[src/core/token_link_pkg.sv]
// Constants and carrier types for the dual-port token pin control
package token_link_pkg;

   // ----------------------------------------------------------------
   // Clock and internal time base
   // ----------------------------------------------------------------
   localparam int unsigned CLK_HZ         = 25_000_000;
   localparam int unsigned OSC_HZ         = 30_000;
   localparam int unsigned TIMER_HZ       = 10_000;
   localparam int unsigned OSC_DIV        = CLK_HZ / OSC_HZ;
   localparam int unsigned TIMER_DIV      = OSC_HZ / TIMER_HZ;
   localparam logic [3:0]  TIMER_TIMEOUT  = 4'h1;

   // ----------------------------------------------------------------
   // Power-up times
   // ----------------------------------------------------------------
   localparam int unsigned WARMUP_US       = 5000;
   localparam int unsigned WARMUP_CYC      = WARMUP_US * (CLK_HZ / 1_000_000);
   localparam int unsigned CHG_SENSE_US    = 1500;
   localparam int unsigned CHG_SENSE_CYC   = CHG_SENSE_US * (CLK_HZ / 1_000_000);

   // ----------------------------------------------------------------
   // Line reset and presence timing
   // ----------------------------------------------------------------
   localparam int unsigned RST_LOW_MIN_US  = 40;
   localparam int unsigned PRES_DELAY_US   = 2;
   localparam int unsigned PRES_WIDTH_US   = 10;
   localparam logic [11:0] RST_LOW_MIN_CYC =
      12'(((RST_LOW_MIN_US * CLK_HZ) + 999_999) / 1_000_000);
   localparam logic [11:0] PRES_DELAY_CYC  =
      12'(((PRES_DELAY_US * CLK_HZ) + 999_999) / 1_000_000);
   localparam logic [11:0] PRES_WIDTH_CYC  =
      12'(((PRES_WIDTH_US * CLK_HZ) + 999_999) / 1_000_000);

   // ----------------------------------------------------------------
   // Types
   // ----------------------------------------------------------------
   typedef struct packed {
      logic out;
      logic oe_n;
   } od_drive_t;

   typedef enum logic [2:0] {
      ST_WARMUP = 3'b000,
      ST_SENSE  = 3'b001,
      ST_OWN_A  = 3'b010,
      ST_OWN_B  = 3'b011,
      ST_CHARGE = 3'b100,
      ST_PASS   = 3'b101
   } token_state_t;

   typedef enum logic [1:0] {
      PR_IDLE  = 2'b00,
      PR_LOW   = 2'b01,
      PR_WAIT  = 2'b10,
      PR_PULSE = 2'b11
   } pres_state_t;

endpackage

[src/core/presence_responder.sv]
// Detects a host reset pulse on one line and answers with a presence pulse
`timescale 1ns/1ps
`default_nettype none
module presence_responder
   import token_link_pkg::*;
(
   input  wire logic clk_sys,
   input  wire logic rst_b,
   input  wire logic line_in,
   input  wire logic enable,
   output var  logic pull_low
);
   pres_state_t state_reg;
   logic [11:0] cnt_reg;

   // ----------------------------------------------------------------
   // Reset detection and presence pulse
   // ----------------------------------------------------------------
   always_ff @(posedge clk_sys or negedge rst_b) begin
      if (!rst_b) begin
         state_reg <= PR_IDLE;
         cnt_reg   <= 12'h000;
      end else if (!enable) begin
         state_reg <= PR_IDLE;
         cnt_reg   <= 12'h000;
      end else begin
         case (state_reg)
            PR_IDLE: begin
               // The first low sample already counts toward the minimum
               cnt_reg <= 12'h001;
               if (!line_in)
                  state_reg <= PR_LOW;
            end
            PR_LOW: begin
               if (line_in) begin
                  cnt_reg   <= 12'h000;
                  state_reg <= (cnt_reg >= RST_LOW_MIN_CYC) ? PR_WAIT : PR_IDLE;
               end else if (cnt_reg != 12'hFFF) begin
                  cnt_reg <= cnt_reg + 12'h001;
               end
            end
            PR_WAIT: begin
               cnt_reg <= cnt_reg + 12'h001;
               if (cnt_reg == PRES_DELAY_CYC - 12'h001) begin
                  cnt_reg   <= 12'h000;
                  state_reg <= PR_PULSE;
               end
            end
            PR_PULSE: begin
               cnt_reg <= cnt_reg + 12'h001;
               if (cnt_reg == PRES_WIDTH_CYC - 12'h001) begin
                  cnt_reg   <= 12'h000;
                  state_reg <= PR_IDLE;
               end
            end
            default: begin
               state_reg <= PR_IDLE;
               cnt_reg   <= 12'h000;
            end
         endcase
      end
   end

   // Pulse covers the host's presence-sample window
   always_ff @(posedge clk_sys or negedge rst_b) begin
      if (!rst_b)
         pull_low <= 1'b0;
      else
         pull_low <= enable && (state_reg == PR_WAIT) &&
                     (cnt_reg == PRES_DELAY_CYC - 12'h001) ||
                     enable && (state_reg == PR_PULSE) &&
                     (cnt_reg != PRES_WIDTH_CYC - 12'h001);
   end
endmodule
`default_nettype wire

[src/core/token_pin_control.sv]
// Token arbitration, pass-through and charge-gate pin logic of the link bridge
//
// Functional notes
// - Owner pin low for A, high B
// - Owner pin toggles as clock in pass-through
// - Port A answers only while owner low
// - Multi-function pin: charger gate, else GPIO
// - Charger gate pulls low only above 4V
// - Pass-through copies each port onto other
// - Presence pulse after host reset pulse
// - A-only power: charge sense at 1.5ms
// - States on 30kHz tick, timer 10kHz
// - A falling edge restarts timer; expiry hands B
// - High voltage after warm-up: charge, token B
`timescale 1ns/1ps
`default_nettype none
module token_pin_control
   import token_link_pkg::*;
#(
   parameter int unsigned WARMUP_CYCLES    = WARMUP_CYC,
   parameter int unsigned CHG_SENSE_CYCLES = CHG_SENSE_CYC
)
(
   input  wire logic                   clk_sys,
   input  wire logic                   rst_b,
   input  wire logic                   port_a_line_in,
   input  wire logic                   port_b_line_in,
   input  wire logic                   charge_gate_or_gpio_c_in,
   input  wire logic                   high_voltage_on_a,
   input  wire logic                   powered_from_a_only,
   input  wire logic                   pin_func_gpio_sel,
   input  wire logic                   passthrough_mode,
   input  wire logic                   gpio_c_drive_low,
   output token_link_pkg::od_drive_t   port_a_line_drv,
   output token_link_pkg::od_drive_t   port_b_line_drv,
   output token_link_pkg::od_drive_t   owner_pin_drv,
   output token_link_pkg::od_drive_t   charge_gate_or_gpio_c_drv,
   output var logic                    gpio_c_level,
   output var logic                    charge_active,
   output var logic                    warmup_done
);
   import token_link_pkg::*;

   // ----------------------------------------------------------------
   // Declarations
   // ----------------------------------------------------------------
   token_state_t state_reg;
   token_state_t state_next;
   logic [16:0]  warm_cnt_reg;
   logic         hv_early_reg;
   logic [9:0]   osc_cnt_reg;
   logic         osc_tick;
   logic [1:0]   tdiv_reg;
   logic         timer_tick;
   logic [3:0]   timer_reg;
   logic         timer_expired;
   logic         a_prev_reg;
   logic         a_fell_reg;
   logic         token_clk_reg;
   logic         drive_a_reg;
   logic         drive_b_reg;
   logic         pres_a;
   logic         pres_b;
   logic         hv_seen;
   logic         token_a;
   logic         token_b;
   logic         in_pass;

   // ----------------------------------------------------------------
   // Internal oscillator and timer base
   // ----------------------------------------------------------------
   // Oscillator is emulated by dividing the system clock
   always_ff @(posedge clk_sys or negedge rst_b) begin
      if (!rst_b)
         osc_cnt_reg <= 10'h000;
      else if (osc_tick)
         osc_cnt_reg <= 10'h000;
      else
         osc_cnt_reg <= osc_cnt_reg + 10'h001;
   end
   assign osc_tick = (osc_cnt_reg == 10'(OSC_DIV - 1));

   always_ff @(posedge clk_sys or negedge rst_b) begin
      if (!rst_b)
         tdiv_reg <= 2'h0;
      else if (osc_tick)
         tdiv_reg <= (tdiv_reg == 2'(TIMER_DIV - 1)) ? 2'h0 : tdiv_reg + 2'h1;
   end
   assign timer_tick = osc_tick && (tdiv_reg == 2'(TIMER_DIV - 1));

   // ----------------------------------------------------------------
   // Power-up warm-up and early charge sense
   // ----------------------------------------------------------------
   always_ff @(posedge clk_sys or negedge rst_b) begin
      if (!rst_b)
         warm_cnt_reg <= 17'h00000;
      else if (warm_cnt_reg != 17'(WARMUP_CYCLES))
         warm_cnt_reg <= warm_cnt_reg + 17'h00001;
   end

   always_ff @(posedge clk_sys or negedge rst_b) begin
      if (!rst_b)
         warmup_done <= 1'b0;
      else
         warmup_done <= (warm_cnt_reg == 17'(WARMUP_CYCLES));
   end

   // Sampling once at 1.5 ms avoids reading the comparator while the
   // parasitic supply is still charging.
   always_ff @(posedge clk_sys or negedge rst_b) begin
      if (!rst_b)
         hv_early_reg <= 1'b0;
      else if (powered_from_a_only && (warm_cnt_reg == 17'(CHG_SENSE_CYCLES)))
         hv_early_reg <= high_voltage_on_a;
      else if (osc_tick && (state_reg == ST_SENSE))
         hv_early_reg <= 1'b0;
   end

   // Early sample serves the first sense only; later senses use the live comparator
   assign hv_seen = hv_early_reg || high_voltage_on_a;

   // ----------------------------------------------------------------
   // Port A low timer
   // ----------------------------------------------------------------
   always_ff @(posedge clk_sys or negedge rst_b) begin
      if (!rst_b) begin
         a_prev_reg <= 1'b1;
         a_fell_reg <= 1'b0;
      end else begin
         a_prev_reg <= port_a_line_in;
         a_fell_reg <= a_prev_reg && !port_a_line_in;
      end
   end

   always_ff @(posedge clk_sys or negedge rst_b) begin
      if (!rst_b)
         timer_reg <= TIMER_TIMEOUT;
      else if (a_fell_reg || state_reg != ST_OWN_A)
         timer_reg <= TIMER_TIMEOUT;
      else if (timer_tick && timer_reg != 4'h0)
         timer_reg <= timer_reg - 4'h1;
   end
   assign timer_expired = (timer_reg == 4'h0);

   // ----------------------------------------------------------------
   // Token state machine
   // ----------------------------------------------------------------
   always_comb begin
      state_next = state_reg;
      case (state_reg)
         ST_WARMUP: begin
            if (warmup_done)
               state_next = ST_SENSE;
         end
         ST_SENSE: begin
            if (!pin_func_gpio_sel && hv_seen)
               state_next = ST_CHARGE;
            else if (passthrough_mode)
               state_next = ST_PASS;
            else if (port_a_line_in)
               state_next = ST_OWN_A;
            else
               state_next = ST_OWN_B;
         end
         ST_OWN_A: begin
            if (!pin_func_gpio_sel && high_voltage_on_a)
               state_next = ST_CHARGE;
            else if (passthrough_mode)
               state_next = ST_PASS;
            else if (timer_expired && !port_a_line_in)
               state_next = ST_OWN_B;
         end
         ST_OWN_B: begin
            if (port_a_line_in)
               state_next = ST_SENSE;
         end
         ST_CHARGE: begin
            if (pin_func_gpio_sel || !high_voltage_on_a)
               state_next = ST_SENSE;
         end
         ST_PASS: begin
            if (!passthrough_mode)
               state_next = ST_SENSE;
         end
         default: begin
            state_next = ST_SENSE;
         end
      endcase
   end

   // All transitions wait for the oscillator tick
   always_ff @(posedge clk_sys or negedge rst_b) begin
      if (!rst_b)
         state_reg <= ST_WARMUP;
      else if (osc_tick)
         state_reg <= state_next;
   end

   assign token_a = (state_reg == ST_OWN_A);
   assign token_b = (state_reg == ST_OWN_B) || (state_reg == ST_CHARGE);
   assign in_pass = (state_reg == ST_PASS);

   // ----------------------------------------------------------------
   // Owner pin
   // ----------------------------------------------------------------
   always_ff @(posedge clk_sys or negedge rst_b) begin
      if (!rst_b)
         token_clk_reg <= 1'b0;
      else if (in_pass && osc_tick)
         token_clk_reg <= !token_clk_reg;
      else if (!in_pass)
         token_clk_reg <= 1'b0;
   end

   // Released (high) for port B and during warm-up
   always_ff @(posedge clk_sys or negedge rst_b) begin
      if (!rst_b) begin
         owner_pin_drv <= '{out: 1'b0, oe_n: 1'b1};
      end else begin
         owner_pin_drv.out <= 1'b0;
         if (in_pass)
            owner_pin_drv.oe_n <= token_clk_reg;
         else
            owner_pin_drv.oe_n <= !token_a;
      end
   end

   // ----------------------------------------------------------------
   // Pass-through repeaters
   // ----------------------------------------------------------------
   // Each repeater is blocked while the other drives, so a low that we
   // copied cannot be copied back and latch both lines low.
   always_ff @(posedge clk_sys or negedge rst_b) begin
      if (!rst_b) begin
         drive_a_reg <= 1'b0;
         drive_b_reg <= 1'b0;
      end else begin
         drive_b_reg <= in_pass && !port_a_line_in && !drive_a_reg;
         drive_a_reg <= in_pass && !port_b_line_in && !drive_b_reg;
      end
   end

   // ----------------------------------------------------------------
   // Presence responders
   // ----------------------------------------------------------------
   presence_responder u_pres_a (
      .clk_sys  (clk_sys),
      .rst_b    (rst_b),
      .line_in  (port_a_line_in),
      .enable   (warmup_done && token_a),
      .pull_low (pres_a)
   );

   presence_responder u_pres_b (
      .clk_sys  (clk_sys),
      .rst_b    (rst_b),
      .line_in  (port_b_line_in),
      .enable   (warmup_done && token_b),
      .pull_low (pres_b)
   );

   always_comb begin
      port_a_line_drv.out  = 1'b0;
      port_a_line_drv.oe_n = !(pres_a || drive_a_reg);
      port_b_line_drv.out  = 1'b0;
      port_b_line_drv.oe_n = !(pres_b || drive_b_reg);
   end

   // ----------------------------------------------------------------
   // Multi-function pin
   // ----------------------------------------------------------------
   always_ff @(posedge clk_sys or negedge rst_b) begin
      if (!rst_b) begin
         charge_gate_or_gpio_c_drv <= '{out: 1'b0, oe_n: 1'b1};
         charge_active             <= 1'b0;
         gpio_c_level              <= 1'b1;
      end else begin
         charge_gate_or_gpio_c_drv.out <= 1'b0;
         charge_active                 <= (state_reg == ST_CHARGE);
         gpio_c_level                  <= charge_gate_or_gpio_c_in;
         if (pin_func_gpio_sel)
            charge_gate_or_gpio_c_drv.oe_n <= !gpio_c_drive_low;
         else
            charge_gate_or_gpio_c_drv.oe_n <= (state_reg != ST_CHARGE);
      end
   end
endmodule
`default_nettype wire

[config.mk]
export PLATFORM = sky130hd
export DESIGN_NAME = token_pin_control
export DESIGN_NICKNAME = d
export VERILOG_FILES = /design/src/core/token_link_pkg.sv /design/src/core/presence_responder.sv /design/src/core/token_pin_control.sv
export SDC_FILE = /design/constraint.sdc
export NUM_CORES = 1
export LEC_CHECK = 0
export BUFFER_PORTS_ARGS = -buffer_cell sky130_fd_sc_hd__buf_2
export CAP_MARGIN = 20
export CORE_MARGIN = 2
export CORE_UTILIZATION = 62
export DETAILED_ROUTE_END_ITERATION = 7
export PLACE_DENSITY_LB_ADDON = 0.08
export SYNTH_ARGS = -nofsm -noshare
export SYNTH_HDL_FRONTEND = slang
export SYNTH_SLANG_ARGS = --single-unit
[constraint.sdc]
create_clock -name clk_sys -period 2.14 [get_ports clk_sys]
set_input_delay 0.107 -clock clk_sys [delete_from_list [all_inputs] [get_ports clk_sys]]
set_output_delay 0.107 -clock clk_sys [all_outputs]
set_load 0.02 [all_outputs]
* Yosys cells after proc, flatten, opt, wreduce, memory -nomap -nowiden
Cells that the tools add are included.
Storage, ports and cells: register bits 77, bits in latches 0, memory bits (writable) 0, memory bits (read-only) 0, memories kept 0
Operators by class: add/subtract/negate cells 6, $mul 0, divide/modulo/power cells 0, $lt $le $gt $ge 2, eq/ne operators 42, shift operators 0, muxes and demuxes 47, bitwise logic cells 0, reduce and logical (&&, ||, !) cells 52
Operators by type and width (count):
- $mux 12 | 10
- $pmux 12 s4 | 2
- $mux 3 | 9
- $ne 3x3->1 const B | 9
- $mux 2 | 13
- $add 12x1->12 const B | 2
- $eq 12x6->1 const B | 2
- $eq 12x8->1 const B | 2
- $ge 12x10->1 const B | 2
- $ne 12x12->1 const B | 2
- $ne 12x8->1 const B | 2
- $logic_and 1x1->1 | 23
- $pmux 3 s6 | 1
- $add 17x1->17 const B | 1
- $eq 17x16->1 const B | 1
- $eq 17x17->1 const B | 1
- $ne 17x17->1 const B | 1
- $pmux 2 s4 | 2
- $logic_not 1->1 | 11
- $add 10x1->10 const B | 1
- $eq 10x10->1 const B | 1
- $eq 2x2->1 const B | 5
- $mux 10 | 1
- $logic_or 1x1->1 | 8
- 20 further kinds | 37

* Depth between registers and ports, before layout
Gate-level depths: netlist (run 1).
word-level depth 6, gate-level depth with buffers 8

* Modules after synthesis
From an unflattened synthesis (run 1), not the netlist that was laid out.
Second synthesis, totals: cells, all modules 425, area, all modules 4271.6 µm²
Modules (own cells, without submodules):
- token_pin_control | times used 1, cells each 225, area an instance 2324.7 µm²
- presence_responder | times used 2, cells each 100, area an instance 973.4 µm²

* Least setup slack after synthesis (run 1)
No wires, ideal clock.
path type register to register, from register timer_reg[0], to register state_reg[0], setup time 0.127 ns, arrival 1.770 ns, data required time 2.013 ns, path slack 0.243 ns, stages on the path, launching flop included 7, clock period less this slack 1.897 ns, cell sequence dfstp_2 inv_1 ha_1 nor3b_1 a2111oi_2 a2111oi_4 mux2_1
On the way: word-level cells in the longest chain between the ends 4
RTL lines:
- start: declaration | line token_pin_control.sv:55 | logic [3:0] timer_reg;
- start signal: assignment | line token_pin_control.sv:141 | timer_reg <= timer_reg - 4'h1;
- $logic_not 4->1 | line token_pin_control.sv:143 | assign timer_expired = (timer_reg == 4'h0);
- $logic_and 1x1->1 | line token_pin_control.sv:170 | else if (timer_expired && !port_a_line_in)
- $ne 4x2->1 (no line)
- $reduce_and 6->1 (no line)
- end signal: assignment | line token_pin_control.sv:196 | state_reg <= state_next;
- end: declaration | line token_pin_control.sv:47 | token_state_t state_reg;
No other way between the ends. A chain may end at the register's enable or synchronous reset.

* Worst setup path after layout (run 1)
Same ends and word-level chain as after synthesis.

==> results.toml, run 1 <==
[critical_path]
r2r_cells = 6
critPathSlowestCell = "dfstp_2"
crit_type = "flip-flop to flip-flop"
cp-end-kind = "flip-flop"
path_cells = "inv_1 -> ha_1 -> nor3b_2 -> a2111oi_2 -> a2111oi_4 -> mux2_1"
r2r_setup_slack_ns = 0.16
crit_required_ns = 2.38
reg2reg_to = "state_reg[0]"
critPathMaxStageDelay_ns = 0.56
critPathLaunchType = "flip-flop"
r2r_start = "timer_reg[0]"
path_max_fanout = 4
arrival_ns = 2.22

[min_path]
hp-class = "input pin to flip-flop"
min_delay_worst_endpoint = "hv_early_reg"
min_path_cells = 2
hold_start = "high_voltage_on_a"

[placement]
gp_congestion = 0.831
postPlaceCellArea_sq_um = 4540
hpwl_um = 5940
placed_cells = 539
numPortBuffers = 16

[sta]
grt_setup_unrepaired = "no"
post-route-period-util_pct = 92.3
setup_viol = 0
fmax_mhz = 506
final_hold_viol_count = 0
final.setup.tns_ns = 0
drv_slew = 0
whs_ns = 0.0276
tightestPinTransition_ns = 0.930
period_minus_slack_ns = 1.98
relSlewSlack_pct = 38.0
finClkSkew_ns = 0.0126

[synth]
synth_cells = 434
synth_area_leaders = "dfrtp_1 (41%), xnor2_1 (4.2%), ha_1 (3.4%)"
synth-edff-count = 0
yosysWarnings = 0
synth_area_sq_um = 4370
avgSynthCellArea_sq_um = 10.1
synth.distinct_cells = 75
synth_top_area_share_pct = 41.3
synth.most_common_cell = "dfrtp_1"
ys_seq_area_share_pct = 44.3
async_flop_share_pct = 100
ys_seq_elements = 77
synth_common_cells = "dfrtp_1 (72), nor2_1 (31), nand2_1 (29)"
synth_ff_type = "dfrtp_1"
synth_top_area_cell = "dfrtp_1"

[final_layout]
area_growth_pct = 9.97
fin_nets = 482
drive_gt1_share_pct = 17.4
design_area_sq_um = 4800
largest_reg_flops = 17
layout.cells.non_filler = 561
antennaDiodeCount = 0

[cts]
clock-sinks = 77
ctsRootBufferMaster = "clkbuf_8"
clock_path_buffers = 2
post_cts_buffers = 0
insertion_delay_ns = 0.36
numCtsBuffers = 9
htree_levels = 3
cts_tree = "built"
clk_pin_slew_worst_paths_ns = 0.08

[grt]
grt_usage_pct = 24.6
grt_max_degree = 78
grt_first_pass_wirelength_um = 15100
antenna_found_initial = 0
grt_overflow = 0
grt_pass1_vias = 3158

[status]
status = "finished clean"

[floorplanning]
die_y_um = 87.9
io_pins = 21
die_w_um = 87.9
row_count = 30
start_util_pct = 64.3
die_area_sq_um = 7730
coreArea_sq_um = 6790

[detailed_routing]
wl_per_cell_um = 15.2
via_count = 3362
firstDrtPassIters = 5
drcViolationCount = 0
via_per_inst = 5.99
finalWirelength_um = 8540
antenna_left = 0
dr.first_iter.drc_count = 203

[flow_run]
drv_cap = 0

[power]
p_leak_nw = 1.97
peakVddDrop_uv = 356
power_w = 0.00266
cellPowerDensity_nw_per_um2 = 555
## critical path, delay by kind of cell, from the launching register on
| kind | cells | cell delay [ns] |
|---|---|---|
| DFF | 1 | 0.56 |
| muxes | 1 | 0.32 |
| and+or+nand+nor | 1 | 0.16 |
| buffers and inverters | 1 | 0.06 |
| adders and majority gates | 1 | 0.18 |
| AOI/OAI and AO/OA | 2 | 0.58 |
## worst max-delay path by stage
stage,from,endpoint,slack (ns),cells past startpoint
final,timer_reg[0],state_reg[0],0.16,6
after global routing,u_pres_b.cnt_reg[1],u_pres_b.cnt_reg[11],0.06,7
after CTS,timer_reg[1],state_reg[2],0.10,6
after detailed placement,timer_reg[1],state_reg[2],0.10,6
after global placement,timer_reg[0],state_reg[0],0.21,6
after floorplan,timer_reg[0],state_reg[0],0.24,6
## power breakdown
group | total [W] | leakage [nW] | switching, W | internal, W
clock | 0.00112 | 0.0943 | 0.000554 | 0.000566
combinational | 0.0000822 | 0.857 | 0.0000564 | 0.0000258
sequential | 0.00146 | 1.02 | 0.00000106 | 0.00146
## cell families (layout without fill, tap and decap cells)
| group | Yosys count | after routing | synth area share (%) |
|---|---|---|---|
| other | 1 | 4 | 0.0859 |
| xor gates and xnor gates | 27 | 27 | 5.42 |
| AOI/OAI and AO/OA | 83 | 83 | 14.6 |
| muxes | 6 | 6 | 1.49 |
| and+or+nand+nor | 184 | 184 | 25.7 |
| adders and majority gates | 12 | 12 | 3.44 |
| buffers and inverters | 44 | 72 | 5.04 |
| DFF | 77 | 77 | 44.3 |
## area by class of cell
type                    instances  area (sq um)
multi-input cells             316          2230
clock inverters                 6          62.6
repair buffers                 35           240
inverters                      21          78.8
fillers                       514          1990
flip-flops and latches         77          1930
well taps                      96           120
clock buffers                  10           138
## what timing repair did
| item | in CTS | in global routing |
|---|---|---|
| hold buffers | 6 | 0 |
| gates resized for setup | 0 | 1 |
| endpoints found under the setup margin | 0 | 1 |
| endpoints found under the hold margin | 76 | 0 |
## stage by stage
stage	setup slack, ns	util [%]
6_report	0.164	70.7
3_3_place_gp	0.207	66.8
5_1_grt	0.0592	70.7
4_1_cts	0.102	70.6
3_5_place_dp	0.100	66.8
2_1_floorplan	0.243	-
## cells in the final DEF, fill, tap and decap left out, drive strengths merged, types with 3 or more instances in the layout
master       netlist  layout
a2111oi            7       7
a211oi            12      12
a21boi             3       3
a21oi             19      19
a31oi              8       8
and3               6       6
and4               7       7
buf               17      29
clkbuf             6      10
clkinvlp           0       3
conb               1       4
dfrtp             72      72
dfstp              5       5
dlygate4sd3        0       6
ha                12      12
inv               21      21
mux2               4       4
nand2             29      29
nand2b             6       6
nand3             24      24
nand3b             3       3
nand4             13      13
nor2              31      31
nor2b              5       5
nor3              22      22
nor3b              4       4
nor4               9       9
nor4b              5       5
o211ai             3       3
o21ai             11      11
or3                3       3
or3b               5       5
xnor2             21      21
xor2               6       6
## layer usage
layer  up-vias  wire length (um)  global-route usage (%)  part of all wire [%]
li1       1644                 -                       -                     -
met5         -                 0                       0                     0
met1      1599              4100                    36.0                    48
met2       103              3890                    37.2                    46
met4         0               156                    10.1                   1.8
met3        16               392                    3.30                   4.6
Note: power is estimated with default switching activity, not from simulation.
==> run 2: changes to the inputs <==
--- a/config.mk
+++ b/config.mk
@@ -5,10 +5,11 @@
 export SDC_FILE = /design/constraint.sdc
 export NUM_CORES = 1
 export LEC_CHECK = 0
+export ABC_AREA = 1
 export BUFFER_PORTS_ARGS = -buffer_cell sky130_fd_sc_hd__buf_2
 export CAP_MARGIN = 20
 export CORE_MARGIN = 2
-export CORE_UTILIZATION = 62
+export CORE_UTILIZATION = 50
 export DETAILED_ROUTE_END_ITERATION = 7
 export PLACE_DENSITY_LB_ADDON = 0.08
 export SYNTH_ARGS = -nofsm -noshare
==> results.toml, run 2 <==
[critical_path]
crit_family = "simple AND/OR/NAND/NOR gates"
crit_required_ns = 2.42
path_cells = "ha_1 -> nand2_1 -> nor2_4 -> nand2_2 -> nor2_4 -> nand3_4 -> nand2_1 -> nand3_1 -> nor2_1"
critPathSlowestCell = "dfrtp_1"
worst-path-buf-inv = 0
critPathLaunchType = "flip-flop"
critPathMaxStageDelay_ns = 0.42
arrival_ns = 1.94
crit_type = "flip-flop to flip-flop"
cp-end-kind = "flip-flop"
path_max_fanout = 9

[grt]
grt_overflow = 0
grt_max_degree = 41
grt_usage_pct = 19.4
antenna_found_initial = 0
grt_pass1_vias = 3561
grt_first_pass_wirelength_um = 15500

[detailed_routing]
via_count = 3753
firstDrtPassIters = 5
antenna_left = 0
finalWirelength_um = 8920
dr.first_iter.drc_count = 218
via_per_inst = 5.09
drcViolationCount = 0
wl_per_cell_um = 12.1

[power]
cellPowerDensity_nw_per_um2 = 549
peakVddDrop_uv = 312
power_w = 0.00273
p_leak_nw = 2.38

[synth]
synth_top_family_by_area = "simple AND/OR/NAND/NOR gates"
synth-edff-count = 0
synth_area_leaders = "dfrtp_1 (40%), nand2_1 (10%), inv_1 (7.7%)"
synth.area.mux_share_pct = 0
synth-compound-area-share_pct = 6.26
synth_xor_area_share_pct = 4.48
ys_seq_area_share_pct = 43.0
async_flop_share_pct = 100
synth_ff_type = "dfrtp_1"
synthAdderAreaFrac_pct = 3.34
synth_top_area_share_pct = 40.1
synth_common_cells = "nand2_1 (125), inv_1 (92), nor2_1 (75)"
synth.distinct_cells = 36
avgSynthCellArea_sq_um = 7.60
synth.most_common_cell = "nand2_1"
ys_seq_elements = 77
synth_top_area_cell = "dfrtp_1"
synthSimpleGateAreaFrac_pct = 34.0
synth_cells = 592
synth_area_sq_um = 4500
yosysWarnings = 0

[sta]
relSlewSlack_pct = 62.5
post-route-period-util_pct = 77.6
tightestPinTransition_ns = 0.559
grt_setup_unrepaired = "no"
final.setup.tns_ns = 0
finClkSkew_ns = 0.0104
setup_viol = 0
period_minus_slack_ns = 1.66
final_hold_viol_count = 0
drv_slew = 0
fmax_mhz = 602

[final_layout]
area_growth_pct = 10.7
mostFrequentLayoutCells = "nand2_1 (125), inv_1 (92), nor2_1 (75)"
antennaDiodeCount = 0
largest_reg_flops = 17
final_common_cell = "nand2_1"
fin_nets = 647
drive_gt1_share_pct = 11.6

[floorplanning]
die_y_um = 98.8
row_count = 34
coreArea_sq_um = 8720
die_w_um = 98.8
die_area_sq_um = 9770
start_util_pct = 51.6
io_pins = 21

[cts]
post_cts_buffers = 0
insertion_delay_ns = 0.35
htree_levels = 3
postCtsHoldBufs = 6
ctsResizeCount = 0
clk_pin_slew_worst_paths_ns = 0.09
cts_tree = "built"
ctsRootBufferMaster = "clkbuf_8"
clock_path_buffers = 2
clock-sinks = 77
numCtsBuffers = 9

[placement]
numPortBuffers = 16
gp_congestion = 0.853
hpwl_um = 6640

[min_path]
hp-class = "input pin to flip-flop"

[flow_run]
drv_cap = 0

[status]
status = "finished clean"
[run 2: kinds of logic (layout without fill, tap and decap cells)]
group | Yosys count | count (layout)
flops | 77 | 77
compound gates | 48 | 48
other cells | 1 | 4
fa+ha+maj | 12 | 12
buf+inv | 102 | 137
xor+xnor | 23 | 23
simple gates | 329 | 329
[run 2: report_power, final]
group | internal [W] | total [W] | switching [W]
clock | 0.000566 | 0.00112 | 0.000557
combinational | 0.0000406 | 0.000130 | 0.0000897
sequential | 0.00147 | 0.00148 | 0.00000911
[run 2: worst register-to-register path, cell delays in order, from the launching register on]
cell	delay [ns]
dfrtp_1	0.42
ha_1	0.22
nand2_1	0.10
nor2_4	0.13
nand2_2	0.09
nor2_4	0.17
nand3_4	0.16
nand2_1	0.11
nand3_1	0.08
nor2_1	0.11
[run 2: worst paths after layout]
kind,slack (ns),cells past startpoint,start,endpoint
worst min-delay path,0.03,4,pin_func_gpio_sel,charge_gate_or_gpio_c_drv[0]
worst max register to register,0.48,9,u_pres_a.cnt_reg[0],u_pres_a.cnt_reg[7]
max in group asynchronous,1.25,3,rst_b,timer_reg[0]
worst min register to register,0.43,1,drive_b_reg,drive_a_reg
min in group asynchronous,0.26,2,rst_b,osc_cnt_reg[6]
worst max-delay path,0.48,9,u_pres_a.cnt_reg[0],u_pres_a.cnt_reg[7]
[run 2: layout make-up]
cell class                 count  area, sq um
clock buffer                  10          138
clock inverter                 6         62.6
fill                         789         3740
inverter                      98          368
multi-input combinational    416         2180
sequential                    77         1930
tap                          108          135
timing repair buffer          23          163
[run 2: routing by layer]
| metal | wire length (um) | part of all wire, % | global-route usage (%) | up-vias |
|---|---|---|---|---|
| met5 | 0 | 0 | 0 | - |
| met4 | 129 | 1.4 | 5.80 | 0 |
| met3 | 310 | 3.5 | 3.69 | 13 |
| met2 | 4200 | 47 | 32.1 | 65 |
| met1 | 4280 | 48 | 26.2 | 1738 |
| li1 | - | - | - | 1937 |
[run 2: through the flow]
step	hold WS (ns)	util [%]	worst slack [ns]	area, sq um	std cells
after CTS	0.0206	57.1	0.463	4980	738
after global placement	0.104	54.1	0.509	4720	716
after global routing	0.0463	57.1	0.280	4980	738
after detailed placement	0.107	54.1	0.477	4720	716
final	0.0312	57.1	0.479	4980	738
after floorplan	-0.189	-	0.683	4510	595
